[config.mk]
export PLATFORM = sky130hd
export DESIGN_NAME = ebi_bus_unit
export DESIGN_NICKNAME = d
export VERILOG_FILES = /design/src/design/ebi_pkg.sv /design/src/design/ebi_sync.sv /design/src/design/ebi_bus_unit.sv
export VERILOG_INCLUDE_DIRS = /design/src /design/src/design
export SDC_FILE = /design/constraint.sdc
export NUM_CORES = 1
export LEC_CHECK = 0
export ABC_AREA = 1
export BUFFER_PORTS_ARGS = -buffer_cell sky130_fd_sc_hd__buf_2
export CORE_MARGIN = 1.5
export CORE_UTILIZATION = 52
export CTS_CLUSTER_SIZE = 30
export DETAILED_ROUTE_END_ITERATION = 6
export GPL_TIMING_DRIVEN = 0
export PLACE_DENSITY = 0.83
export RECOVER_POWER = 50
export REMOVE_ABC_BUFFERS = 1
export SLEW_MARGIN = 20
export SYNTH_ARGS = -nofsm -noshare
export SYNTH_HDL_FRONTEND = slang
export SYNTH_SLANG_ARGS = --single-unit
[constraint.sdc]
create_clock -name clk -period 2.29 [get_ports clk]
set_clock_uncertainty 0.05 [all_clocks]
set_input_delay 0.1145 -clock clk [delete_from_list [all_inputs] [get_ports clk]]
set_output_delay 0.1145 -clock clk [all_outputs]
set_load 0.05 [all_outputs]
[src/design/ebi_regs.svh]
// Purpose: Constants for the external and internal bus interface.
// Assumes: One 100 MHz clock.
// Notes:   Widths, address windows and timing counts only.
`ifndef EBI_REGS_SVH
`define EBI_REGS_SVH
`define EBI_ADDR_W        26
`define EBI_DATA_W        16
`define EBI_PADDR_W       16
`define EBI_IO_LIMIT      26'h0000400
`define EBI_EXT_BASE      26'h000F800
`define EBI_PERIPH_BASE   26'h3FF0000
`define EBI_CLK_NS        10
`define EBI_STROBE_NS     30
`define EBI_STROBE_CYC    ((`EBI_STROBE_NS + `EBI_CLK_NS - 1) / `EBI_CLK_NS)
`define EBI_SAMPLE_CYC    2
`endif

[src/design/ebi_pkg.sv]
// Purpose: Types shared by the bus interface files.
// Assumes: Constants come from ebi_regs.svh.
// Notes:   Requests and answers travel as packed structs.
`include "ebi_regs.svh"
package ebi_pkg;
   typedef struct packed {
      logic                    valid;
      logic                    write;
      logic                    word;
      logic                    io;
      logic [`EBI_ADDR_W-1:0]  addr;
      logic [`EBI_DATA_W-1:0]  wdata;
   } ebi_req_t;
   typedef struct packed {
      logic                    done;
      logic [`EBI_DATA_W-1:0]  rdata;
   } ebi_rsp_t;
   typedef enum logic [4:0] {
      EBI_IDLE   = 5'h01,
      EBI_ADDR   = 5'h02,
      EBI_STROBE = 5'h04,
      EBI_NEXT   = 5'h08,
      EBI_DONE   = 5'h10
   } ebi_state_t;
endpackage

[src/design/ebi_sync.sv]
// Purpose: Three-stage input synchroniser with agreement filter.
// Assumes: Input is asynchronous to clk.
// Notes:   Output changes only when the second and third stages agree.
`timescale 1ns/100ps
module ebi_sync #(
   parameter logic RST_VAL = 1'b1
) (
   input  wire logic clk,
   input  wire logic rst_b,
   input  wire logic din,
   output logic      dout
);
   logic s1_r;
   logic s2_r;
   logic s3_r;
   always_ff @(posedge clk or negedge rst_b) begin
      if (!rst_b) begin
         s1_r <= RST_VAL;
         s2_r <= RST_VAL;
         s3_r <= RST_VAL;
         dout <= RST_VAL;
      end else begin
         s1_r <= din;
         s2_r <= s1_r;
         s3_r <= s2_r;
         if (s2_r == s3_r) begin
            dout <= s3_r;
         end
      end
   end
endmodule

[src/design/ebi_bus_unit.sv]
// Purpose: Bus unit between core, internal buses and external memory bus.
// Assumes: Core holds its request until done; partner answers within the strobe.
// Notes:   Peripheral requests complete in one select cycle; external requests run on the external bus and are also mirrored on the wide bus.
`timescale 1ns/100ps
`include "ebi_regs.svh"
module ebi_bus_unit
   import ebi_pkg::*;
#(
   parameter int ADDR_W = `EBI_ADDR_W,
   parameter int DATA_W = `EBI_DATA_W
) (
   input  wire logic               clk,
   input  wire logic               rst_b,
   input  wire ebi_req_t           core_req,
   output ebi_rsp_t                core_rsp,
   output logic [ADDR_W-1:0]       ext_addr,
   output logic [DATA_W-1:0]       ext_data_o,
   output logic                    ext_data_oe_b,
   input  wire logic [DATA_W-1:0]  ext_data_i,
   output logic                    ext_wr_dir,
   output logic                    ext_rd_b,
   output logic                    ext_wr_b,
   output logic                    ext_ble_b,
   output logic                    ext_bhe_b,
   input  wire logic               narrow_bus_size_n,
   output ebi_req_t                wide_internal_memory_bus,
   input  wire logic [DATA_W-1:0]  wide_rdata,
   output logic [`EBI_PADDR_W-1:0] periph_addr,
   output logic [DATA_W-1:0]       periph_wdata,
   output logic                    periph_sel,
   output logic                    periph_write,
   input  wire logic [DATA_W-1:0]  periph_rdata
);
   ebi_state_t        st_r;
   ebi_state_t        st_nxt;
   logic [3:0]        cnt_r;
   logic              split_r;
   logic              odd_r;
   logic [7:0]        lo_byte_r;
   logic              narrow_s;
   logic              in_io_legacy;
   logic              in_periph;
   logic              new_req;
   logic              sample_win;
   logic              strobe_end;
   logic [DATA_W-1:0] rd_word_r;
   logic              take_ext;
   logic              take_periph;
   logic              split_hit;
   logic              strobe_nxt;
   logic              drive_nxt;
   logic              first_ble_b;
   logic              first_bhe_b;
   logic [ADDR_W-1:0] odd_addr;
   logic [DATA_W-1:0] odd_wdata;
   logic [DATA_W-1:0] merged_rdata;

   ebi_sync #(.RST_VAL(1'b1)) u_bs_sync (
      .clk   (clk),
      .rst_b (rst_b),
      .din   (narrow_bus_size_n),
      .dout  (narrow_s)
   );

   // Extended registers sit in a window above the legacy I/O space.
   assign in_io_legacy = core_req.io && (core_req.addr < `EBI_IO_LIMIT);
   assign in_periph    = core_req.io && (core_req.addr >= `EBI_EXT_BASE) ||
                         (!core_req.io && core_req.addr >= `EBI_PERIPH_BASE);
   // A held request is not taken again while its peripheral select or done pulse stands.
   assign new_req      = core_req.valid && !core_rsp.done && !periph_sel && (st_r == EBI_IDLE);
   assign sample_win   = (st_r == EBI_STROBE) && (cnt_r == 4'(`EBI_SAMPLE_CYC));
   assign strobe_end   = (st_r == EBI_STROBE) && (cnt_r == 4'(`EBI_STROBE_CYC));
   assign take_ext     = new_req && !in_periph && !in_io_legacy;
   assign take_periph  = new_req && (in_periph || in_io_legacy);
   assign split_hit    = sample_win && !narrow_s && core_req.word && !odd_r;
   assign strobe_nxt   = (st_nxt == EBI_STROBE);
   assign drive_nxt    = (st_nxt == EBI_STROBE || st_nxt == EBI_NEXT) && core_req.write;
   assign first_ble_b  = core_req.addr[0];
   assign first_bhe_b  = !(core_req.word || core_req.addr[0]);
   assign odd_addr     = {ext_addr[ADDR_W-1:1], 1'b1};
   assign odd_wdata    = {core_req.wdata[15:8], core_req.wdata[15:8]};
   assign merged_rdata = split_r ? {rd_word_r[15:8], lo_byte_r} : rd_word_r;

   always_comb begin
      st_nxt = st_r;
      case (st_r)
         EBI_IDLE:   if (take_ext) begin
            st_nxt = EBI_ADDR;
         end
         EBI_ADDR:   st_nxt = EBI_STROBE;
         EBI_STROBE: if (strobe_end) begin
            st_nxt = (split_r && !odd_r) ? EBI_NEXT : EBI_DONE;
         end
         EBI_NEXT:   st_nxt = EBI_STROBE;
         EBI_DONE:   st_nxt = EBI_IDLE;
         default:    st_nxt = EBI_IDLE;
      endcase
   end

   // All state is held in flip-flops with no dynamic storage or refresh.
   always_ff @(posedge clk or negedge rst_b) begin
      if (!rst_b) begin
         st_r    <= EBI_IDLE;
         cnt_r   <= 4'h0;
         split_r <= 1'b0;
         odd_r   <= 1'b0;
      end else begin
         st_r  <= st_nxt;
         cnt_r <= (st_r == EBI_STROBE && !strobe_end) ? cnt_r + 4'h1 : 4'h1;
         if (st_r == EBI_IDLE) begin
            split_r <= 1'b0;
            odd_r   <= 1'b0;
         end else if (split_hit) begin
            split_r <= 1'b1;
         end else if (st_r == EBI_NEXT) begin
            odd_r <= 1'b1;
         end
      end
   end

   always_ff @(posedge clk or negedge rst_b) begin
      if (!rst_b) begin
         ext_addr   <= '0;
         ext_data_o <= '0;
         ext_wr_dir <= 1'b0;
         ext_ble_b  <= 1'b1;
         ext_bhe_b  <= 1'b1;
      end else if (take_ext) begin
         ext_addr   <= core_req.addr;
         ext_wr_dir <= core_req.write;
         ext_data_o <= core_req.wdata;
         ext_ble_b  <= first_ble_b;
         ext_bhe_b  <= first_bhe_b;
      end else if (st_r == EBI_NEXT) begin
         ext_addr   <= odd_addr;
         ext_data_o <= odd_wdata;
         ext_ble_b  <= 1'b1;
         ext_bhe_b  <= 1'b0;
      end
   end

   always_ff @(posedge clk or negedge rst_b) begin
      if (!rst_b) begin
         ext_rd_b      <= 1'b1;
         ext_wr_b      <= 1'b1;
         ext_data_oe_b <= 1'b1;
      end else begin
         ext_rd_b      <= !(strobe_nxt && !core_req.write);
         ext_wr_b      <= !(strobe_nxt && core_req.write);
         ext_data_oe_b <= !drive_nxt;
      end
   end

   // Read data is taken in the last strobe cycle, while the partner still drives it.
   always_ff @(posedge clk or negedge rst_b) begin
      if (!rst_b) begin
         rd_word_r <= '0;
         lo_byte_r <= 8'h00;
      end else if (strobe_end) begin
         rd_word_r <= ext_data_i;
         if (!odd_r) begin
            lo_byte_r <= ext_data_i[7:0];
         end
      end
   end

   always_ff @(posedge clk or negedge rst_b) begin
      if (!rst_b) begin
         wide_internal_memory_bus <= '0;
      end else begin
         wide_internal_memory_bus       <= core_req;
         wide_internal_memory_bus.valid <= take_ext;
      end
   end

   always_ff @(posedge clk or negedge rst_b) begin
      if (!rst_b) begin
         periph_addr  <= '0;
         periph_wdata <= '0;
         periph_sel   <= 1'b0;
         periph_write <= 1'b0;
      end else begin
         periph_sel   <= take_periph;
         periph_addr  <= core_req.addr[`EBI_PADDR_W-1:0];
         periph_wdata <= core_req.wdata;
         periph_write <= core_req.write;
      end
   end

   // The done pulse lasts one cycle and carries the peripheral read data or the merged external read data.
   always_ff @(posedge clk or negedge rst_b) begin
      if (!rst_b) begin
         core_rsp <= '0;
      end else begin
         core_rsp.done <= 1'b0;
         if (periph_sel) begin
            core_rsp.done  <= 1'b1;
            core_rsp.rdata <= periph_rdata;
         end else if (st_r == EBI_DONE) begin
            core_rsp.done  <= 1'b1;
            core_rsp.rdata <= merged_rdata;
         end
      end
   end

   logic unused_wide;
   assign unused_wide = ^wide_rdata;
endmodule

==> results of run 1 <==
cell type report:
cell class | instances | area [um^2] | area share [%]
sequential | 151 | 3790 | 46.0
timing repair buffer | 305 | 1860 | 22.5
multi-input combinational | 341 | 1600 | 19.5
clock buffer | 17 | 425 | 5.16
clock inverter | 15 | 225 | 2.73
tap | 140 | 175 | 2.13
inverter | 41 | 159 | 1.93
antenna | 1 | 2.50 | 0.0304
worst max path at each step:
stage	depth (start not counted)	slack [ps]	end
after CTS	12	160	ext_addr[19]
after floorplan	7	20	ext_addr[10]
final	11	170	ext_addr[19]
after global placement	1	-930	wide_internal_memory_bus[37]
after detailed placement	7	-460	ext_addr[12]
after global routing	11	100	ext_addr[19]
what timing repair did:
action	in CTS	in global routing
gates cloned	0	1
pin swaps	0	1
hold buffers	79	0
hold endpoints to repair	191	0
resized for setup	4	1
setup endpoints to repair	44	30
kinds of logic (layout without fill, tap and decap cells):
family                   Yosys count  in the layout  share of synthesized area (%)
AO/OA/AOI/OAI                     36             36                           3.21
XOR/XNOR                           1              1                          0.149
adder cells (fa/ha/maj)            3              3                          0.596
buffers and inverters             93            378                           8.73
flip-flops                       151            151                           64.5
multiplexers                       7              7                           1.34
other                              0              1                              0
AND/OR/NAND/NOR                  293            294                           21.5
state kept, by name (all words and copies together), names as in the netlist, 4 cells and up:
register / flops
cnt_r: 4
core_rsp: 17
ext_addr: 26
ext_data_o: 16
lo_byte_r: 8
periph_addr: 15
periph_wdata: 16
rd_word_r: 16
st_r: 5
wide_internal_memory_bus: 14
per-layer routing:
metal / global-route usage (%) / wire length [um] / share of wire (%)
met1: 32.8 / 6520 / 37
met2: 52.4 / 9120 / 51
met3: 7.88 / 1610 / 9.1
met4: 13.4 / 482 / 2.7
met5: 0 / 0 / 0
cell usage after synthesis:
master / count
a21oi_1: 11
buf_2: 10
buf_4: 34
buf_6: 3
clkbuf_1: 5
clkinv_1: 1
clkinv_2: 1
dfrtp_1: 141
dfstp_2: 10
ha_1: 2
inv_1: 37
inv_2: 2
maj3_1: 1
mux2_1: 1
mux2_2: 6
nand2_1: 184
nand2_2: 1
nand2_4: 3
nand3_1: 49
nand3_2: 1
nand3_4: 1
nand4_1: 1
nand4_2: 1
nor2_1: 38
nor2_2: 2
nor2_8: 1
nor3_1: 2
nor4_1: 8
o21ai_0: 22
o21bai_1: 1
o311ai_0: 1
o31ai_1: 1
or2_2: 1
xor2_1: 1
critical path, cell delays in order:
cell           delay, ps
dlygate4sd3_1        550
clkbuf_1             200
nand2_1              110
inv_1                 90
nand2_1               60
o21bai_1             160
nand2_2              260
nand2_8              310
clkinv_4             230
nand2_1              150
nand2_1              110
through the flow:
stage               instances  hold WS, ps  power, uW
floorplan                 532         -231       6480
global placement          897          172       7430
detailed placement        898         17.5       7570
CTS                      1009         72.5      10800
global route             1010         90.9      11200
finish                   1011         91.9      10800
power groups by stage:
stage          Combinational (uW)  Sequential, uW  Clock [uW]
3_5_place_dp                 3890            3680           0
4_1_cts                      4000            3660        3100
2_1_floorplan                 705            5780           0
6_report                     4050            3700        3070
5_1_grt                      4260            3750        3210
3_3_place_gp                 3790            3650           0
==> results by group, run 1 <==
Power
  • Power density cells: 1310 nW/um^2
  • Power Internal: 6100 uW
  • Pleak: 0.00427 uW
  • Share of total power in combinational logic: 37.5%
  • Net Sw Frac: 43.6%
  • Peak VDD IR: 0.00105 V
  • Clock share of power: 28.4%
  • Switch Pwr: 4720 uW
  • Part of the power in registers: 34.2%

Critical path
  • Crit path launch type: primary input
  • Crit path from: core_req[41]
  • WS Path Type: in -> reg
  • Worst R2R Setup Slack: 250 ps
  • FF-to-FF path depth: 7
  • Crit Reg-Reg Startpoint: periph_sel
  • Crit path arrival time: 2350 ps
  • Worst EP required: 2520 ps
  • FF-to-FF End: ext_addr[19]
  • CP max FO: 26
  • Critical path endpoint category: flop

CTS
  • CTS Root Cell: clkbuf_16
  • Max Root-Sink Buffers: 2
  • H-Tree Level Count: 4
  • Worst skew pair latency: 410 ps
  • Total clock sinks: 151
  • Post-CTS Setup Bufs: 0
  • CTS buffer count: 17
  • CTS tree: built
  • CTS clock-pin slew for the worst setup and hold paths: 60 ps

Synth
  • #FFs+latches synth: 151
  • Sequential cell area fraction in the yosys report: 64.5%
  • Cell variety after synth: 34
  • Yosys top cell by area: dfrtp_1
  • Syn_area_per_cell: 10.1 um^2
  • Cells after Synth: 584
  • Netlist Area Pre-Place: 5880 um^2
  • Largest cells by area after synthesis: dfrtp_1 60%, nand2_1 12%, dfstp_2 4.5%, buf_4 4.3%, nand3_1 4.2%
  • Post-synth top area share: 60.0%
  • Synth Warn #: 0

Cells and area
  • Fin util: 75.3%
  • Fillers: 731
  • Nets: 956
  • Most common cell after layout, fill and taps aside: nand2_1
  • Area Overhead vs Synth: 40.1%
  • Layout cells sized above 1: 25.4%
  • Design Area, Final: 8240 um^2
  • Most frequent cells in the layout: 183 x nand2_1, 154 x buf_2, 140 x dfrtp_1

Placed design
  • Port Buffer Count: 225
  • DP Wirelength: 10500 um
  • Post-place instance area: 6860 um^2
  • Pre-CTS setup slack: -461 ps
  • GP Congestion: 0.792

Timing
  • Final setup violation count: 0
  • Tcrit/Tclk final: 92.4%
  • RSZ-0062 raised after global routing: false
  • Slew Limit Fails: 0
  • Worst setup margin: 173 ps
  • Final Hold Viols: 0
  • Total negative slack: 0 ps
  • Fmax: 472 MHz
  • Worst slew pin tran: 1460 ps
  • Normalized max-slew margin: 2.43%
  • Period minus WS final: 2120 ps

Job
  • Max-cap violation count: 0

Floorplanning
  • Row count: 38
  • Initial Util: 53.8%
  • Die height: 109 um
  • DIE AREA: 12000 um^2
  • Io pins: 242
  • DIE WIDTH: 109 um
  • Core area: 10900 um^2

Detailed routing
  • WL/cell: 17.5 um
  • TritonRoute pass-1 iters: 5
  • Initial drt markers: 390
  • Post-Route WL: 17700 um
  • Vias: 5287
  • Vias/cell: 5.23
  • DRC viols: 0
  • Antenna viol nets, final: 0

Global route
  • Largest net degree at the start of global routing: 94
  • GR Util All Layers: 29.4%
  • First-pass GRT wire length: 26100 um
  • Gr ovfl total: 0
  • Vias in the first global route: 5295
  • Initial antenna violation count: 0

Min path
  • Tightest Hold Check Type: in -> reg
  • Hold depth: 3
  • Hold Crit Start: core_req[45]
  • Hold Path Sink: periph_sel

Outcome
  • Status: completed
Power figures use the tool's default switching activity.
==> run 2: changes to the inputs <==
--- a/config.mk
+++ b/config.mk
@@ -20,3 +20,4 @@
 export SYNTH_ARGS = -nofsm -noshare
 export SYNTH_HDL_FRONTEND = slang
+export SYNTH_HIERARCHICAL = 1
 export SYNTH_SLANG_ARGS = --single-unit
--- a/constraint.sdc
+++ b/constraint.sdc
@@ -3,3 +3,3 @@
 set_input_delay 0.1145 -clock clk [delete_from_list [all_inputs] [get_ports clk]]
 set_output_delay 0.1145 -clock clk [all_outputs]
-set_load 0.05 [all_outputs]
+set_load 0.005 [all_outputs]
==> results by group, run 2 <==
Outcome
  • Status: completed

Detailed routing
  • WL/cell: 16.7 um (-5.0%)
  • Antenna viol nets, final: 0 (unchanged)
  • Post-Route WL: 16900 um (-4.8%)
  • Vias/cell: 5.16 (-1.4%)
  • DRC viols: 0 (unchanged)
  • TritonRoute pass-1 iters: 5 (unchanged)
  • Initial drt markers: 355 (-9.0%)
  • Vias: 5225 (-1.2%)

Cells and area
  • Fillers: 749 (+2.5%)
  • Area Overhead vs Synth: 38.2%
  • Fin cells: 1013 (+0.20%)
  • Nets: 959 (+0.31%)
  • Area of the multi-input gates: 1610 um^2 (+0.31%)
  • Top Registers: ext_addr: 26 flops, core_rsp: 17 flops
  • # diodes: 0 (-1)
  • Number of flip-flops in the largest register: 26 (unchanged)
  • Layout cells sized above 1: 23.5% (-1.9 points)
  • Largest Register: ext_addr
  • Most common cell after layout, fill and taps aside: nand2_1
  • Most frequent cells in the layout: 184 x nand2_1, 140 x dfrtp_1, 137 x buf_2
  • Sequential Area: 3790 um^2 (unchanged)

Synth
  • Synth Warn #: 6 (+6)
  • Top cells by count, synth: 185 x nand2_1, 141 x dfrtp_1, 49 x nand3_1
  • Most frequent cell after synthesis: nand2_1
  • Cells after Synth: 587 (+0.51%)
  • Syn_area_per_cell: 10.0 um^2 (-0.32%)
  • Synth async-reset ratio: 100% (unchanged)
  • Ys flop type: dfrtp_1
  • Yosys top cell by area: dfrtp_1
  • Netlist Area Pre-Place: 5890 um^2 (+0.19%)
  • Largest cells by area after synthesis: dfrtp_1 60%, nand2_1 12%, dfstp_2 4.5%, buf_4 4.2%, nand3_1 4.2%
  • Post-synth top area share: 59.9% (-0.11 points)
  • EDFF count, synth: 0 (unchanged)
  • Sequential cell area fraction in the yosys report: 64.4% (-0.12 points)
  • Cell variety after synth: 34 (unchanged)
  • #FFs+latches synth: 151 (unchanged)

Critical path
  • Worst R2R Setup Slack: 250 ps (about the same)
  • Most Frequent Cell on Critical Path: nand2_1
  • WS Path Type: in -> reg
  • CP max FO: 26 (unchanged)
  • Cell Chain, Critical Path: dlygate4sd3_1 -> clkbuf_1 -> nand2_1 -> nor2_1 -> nand2_1 -> o21bai_1 -> nand2_2 -> nand2_8 -> clkinv_4 -> nand2_1 -> nand2_1
  • Max stage delay on crit path: 530 ps (-20 ps)
  • Crit path arrival time: 2310 ps (-40 ps)
  • Worst EP required: 2540 ps (+20 ps)
  • Crit path launch type: primary input
  • Critical path endpoint category: flop
  • Slowest CP cell: dlygate4sd3_1

Job
  • Max-cap violation count: 0 (unchanged)

CTS
  • Post-CTS Setup Bufs: 0 (unchanged)
  • Total clock sinks: 151 (unchanged)
  • H-Tree Level Count: 4 (unchanged)
  • CTS buffer count: 17 (unchanged)
  • CTS tree: built
  • CTS clock-pin slew for the worst setup and hold paths: 60 ps (about the same)
  • Worst skew pair latency: 410 ps (about the same)
  • CTS Root Cell: clkbuf_16
  • Max Root-Sink Buffers: 2 (unchanged)

Timing
  • Min Hold Slack: 102 ps (+9.91 ps)
  • Final Hold Viols: 0 (unchanged)
  • Tcrit/Tclk final: 89.8% (-2.7 points)
  • Slew Limit Fails: 0 (unchanged)
  • Period minus WS final: 2060 ps (-60.7 ps)
  • Normalized max-slew margin: 60.4% (+58 points)
  • Worst slew pin tran: 595 ps (-869 ps)
  • Final setup violation count: 0 (unchanged)
  • Fmax: 486 MHz (+3.0%)
  • RSZ-0062 raised after global routing: false
  • Worst setup margin: 234 ps (+60.7 ps)

Power
  • Peak VDD IR: 0.000642 V (-39%)
  • Overall Power: 8240 uW (-24%)
  • Pleak: 0.00417 uW (-2.3%)
  • Power density cells: 1010 nW/um^2 (-23%)

Global route
  • First-pass GRT wire length: 25600 um (-2.1%)
  • GR Util All Layers: 28.5% (-0.90 points)
  • Largest net degree at the start of global routing: 81 (-14%)
  • Gr ovfl total: 0 (unchanged)
  • Initial antenna violation count: 0 (unchanged)
  • Vias in the first global route: 5302 (+0.13%)

Floorplanning
  • Row count: 38 (unchanged)
  • DIE AREA: 12000 um^2 (+0.19%)
  • Initial Util: 53.9% (+0.10 points)
  • Io pins: 242 (unchanged)
  • DIE WIDTH: 109 um (about the same)
  • Core area: 10900 um^2 (unchanged)
  • Die height: 109 um (about the same)

Placed design
  • Port Buffer Count: 225 (unchanged)
  • Placed Cells: 901 (+0.33%)
  • DP Wirelength: 9570 um (-9.1%)
  • GP Congestion: 0.775 (-2.0%)
  • Pre-CTS setup slack: -473 ps (-11.4 ps)

Min path
  • Tightest Hold Check Type: in -> reg
==> run 2: cell types whose count changed after synthesis, sizes merged <==
cell,previous run,this run
a21oi,11,12
buf,47,46
clkbuf,5,6
inv,39,40
maj3,1,0
nand2,188,189
nor2,41,42
==> run 2: area by class of cell <==
cell class | count | area share [%]
inverters | 42 | 2.00
clock inverters | 13 | 1.54
repair buffers | 305 | 22.7
multi-input cells | 343 | 19.7
clock buffers | 19 | 5.32
well taps | 140 | 2.15
flip-flops and latches | 151 | 46.6
==> run 2: cell families after synthesis <==
| group | count (synthesis) | share of synthesized area [%] |
|---|---|---|
| and+or+nand+nor | 295 | 21.6 |
| adders and majority gates | 2 | 0.425 |
| xor gates and xnor gates | 1 | 0.149 |
| muxes | 7 | 1.34 |
| buffers and inverters | 94 | 8.81 |
| AOI/OAI and AO/OA | 37 | 3.29 |
| DFF | 151 | 64.4 |
==> run 2: timing repair <==
action / CTS / global route
endpoints found under the hold margin: 204 / 0
endpoints found under the setup margin: 35 / 44
cloned: 0 / 1
hold buffers: 79 / 0
pin swaps: 0 / 1
resized for setup: 3 / 2
==> run 2: where the power goes <==
group | internal, uW | switching [uW]
Sequential | 3300 | 398
Clock | 1510 | 1140
Combinational | 813 | 1080
Total | 5620 | 2610
==> run 2: layer usage <==
| layer | up-vias | track usage (%) | routed length (um) |
|---|---|---|---|
| met3 | 28 | 8.24 | 1460 |
| li1 | 2375 | - | - |
| met1 | 2505 | 32.4 | 6270 |
| met4 | 0 | 9.00 | 293 |
| met2 | 317 | 51.6 | 8860 |
| met5 | - | 0 | 0 |
==> run 2: per-stage QoR <==
stage	TNS, ps	area, um^2	utilization (%)
global route	0	8140	74.5
CTS	0	8230	75.3
detailed placement	-11990	6870	62.8
floorplan	0	5530	-
global placement	-135670	6830	62.5
finish	0	8140	74.5
==> run 2: path summary, 6_finish.rpt <==
| path | cells past startpoint | to | start |
|---|---|---|---|
| setup reg to reg | 7 | ext_addr[1] | periph_sel |
| max in group asynchronous | 3 | ext_ble_b | rst_b |
| hold / removal | 3 | periph_sel | core_req[45] |
| hold reg to reg | 0 | u_bs_sync/s2_r | u_bs_sync/s1_r |
| min in group asynchronous | 2 | core_rsp[10] | rst_b |
| setup / recovery | 11 | ext_addr[1] | core_req[38] |
==> run 2: critical path: cells and delay by family <==
kind	cells	cell delay (ps)
simple gates	7	1080
buf+inv	3	950
compound gates	1	150
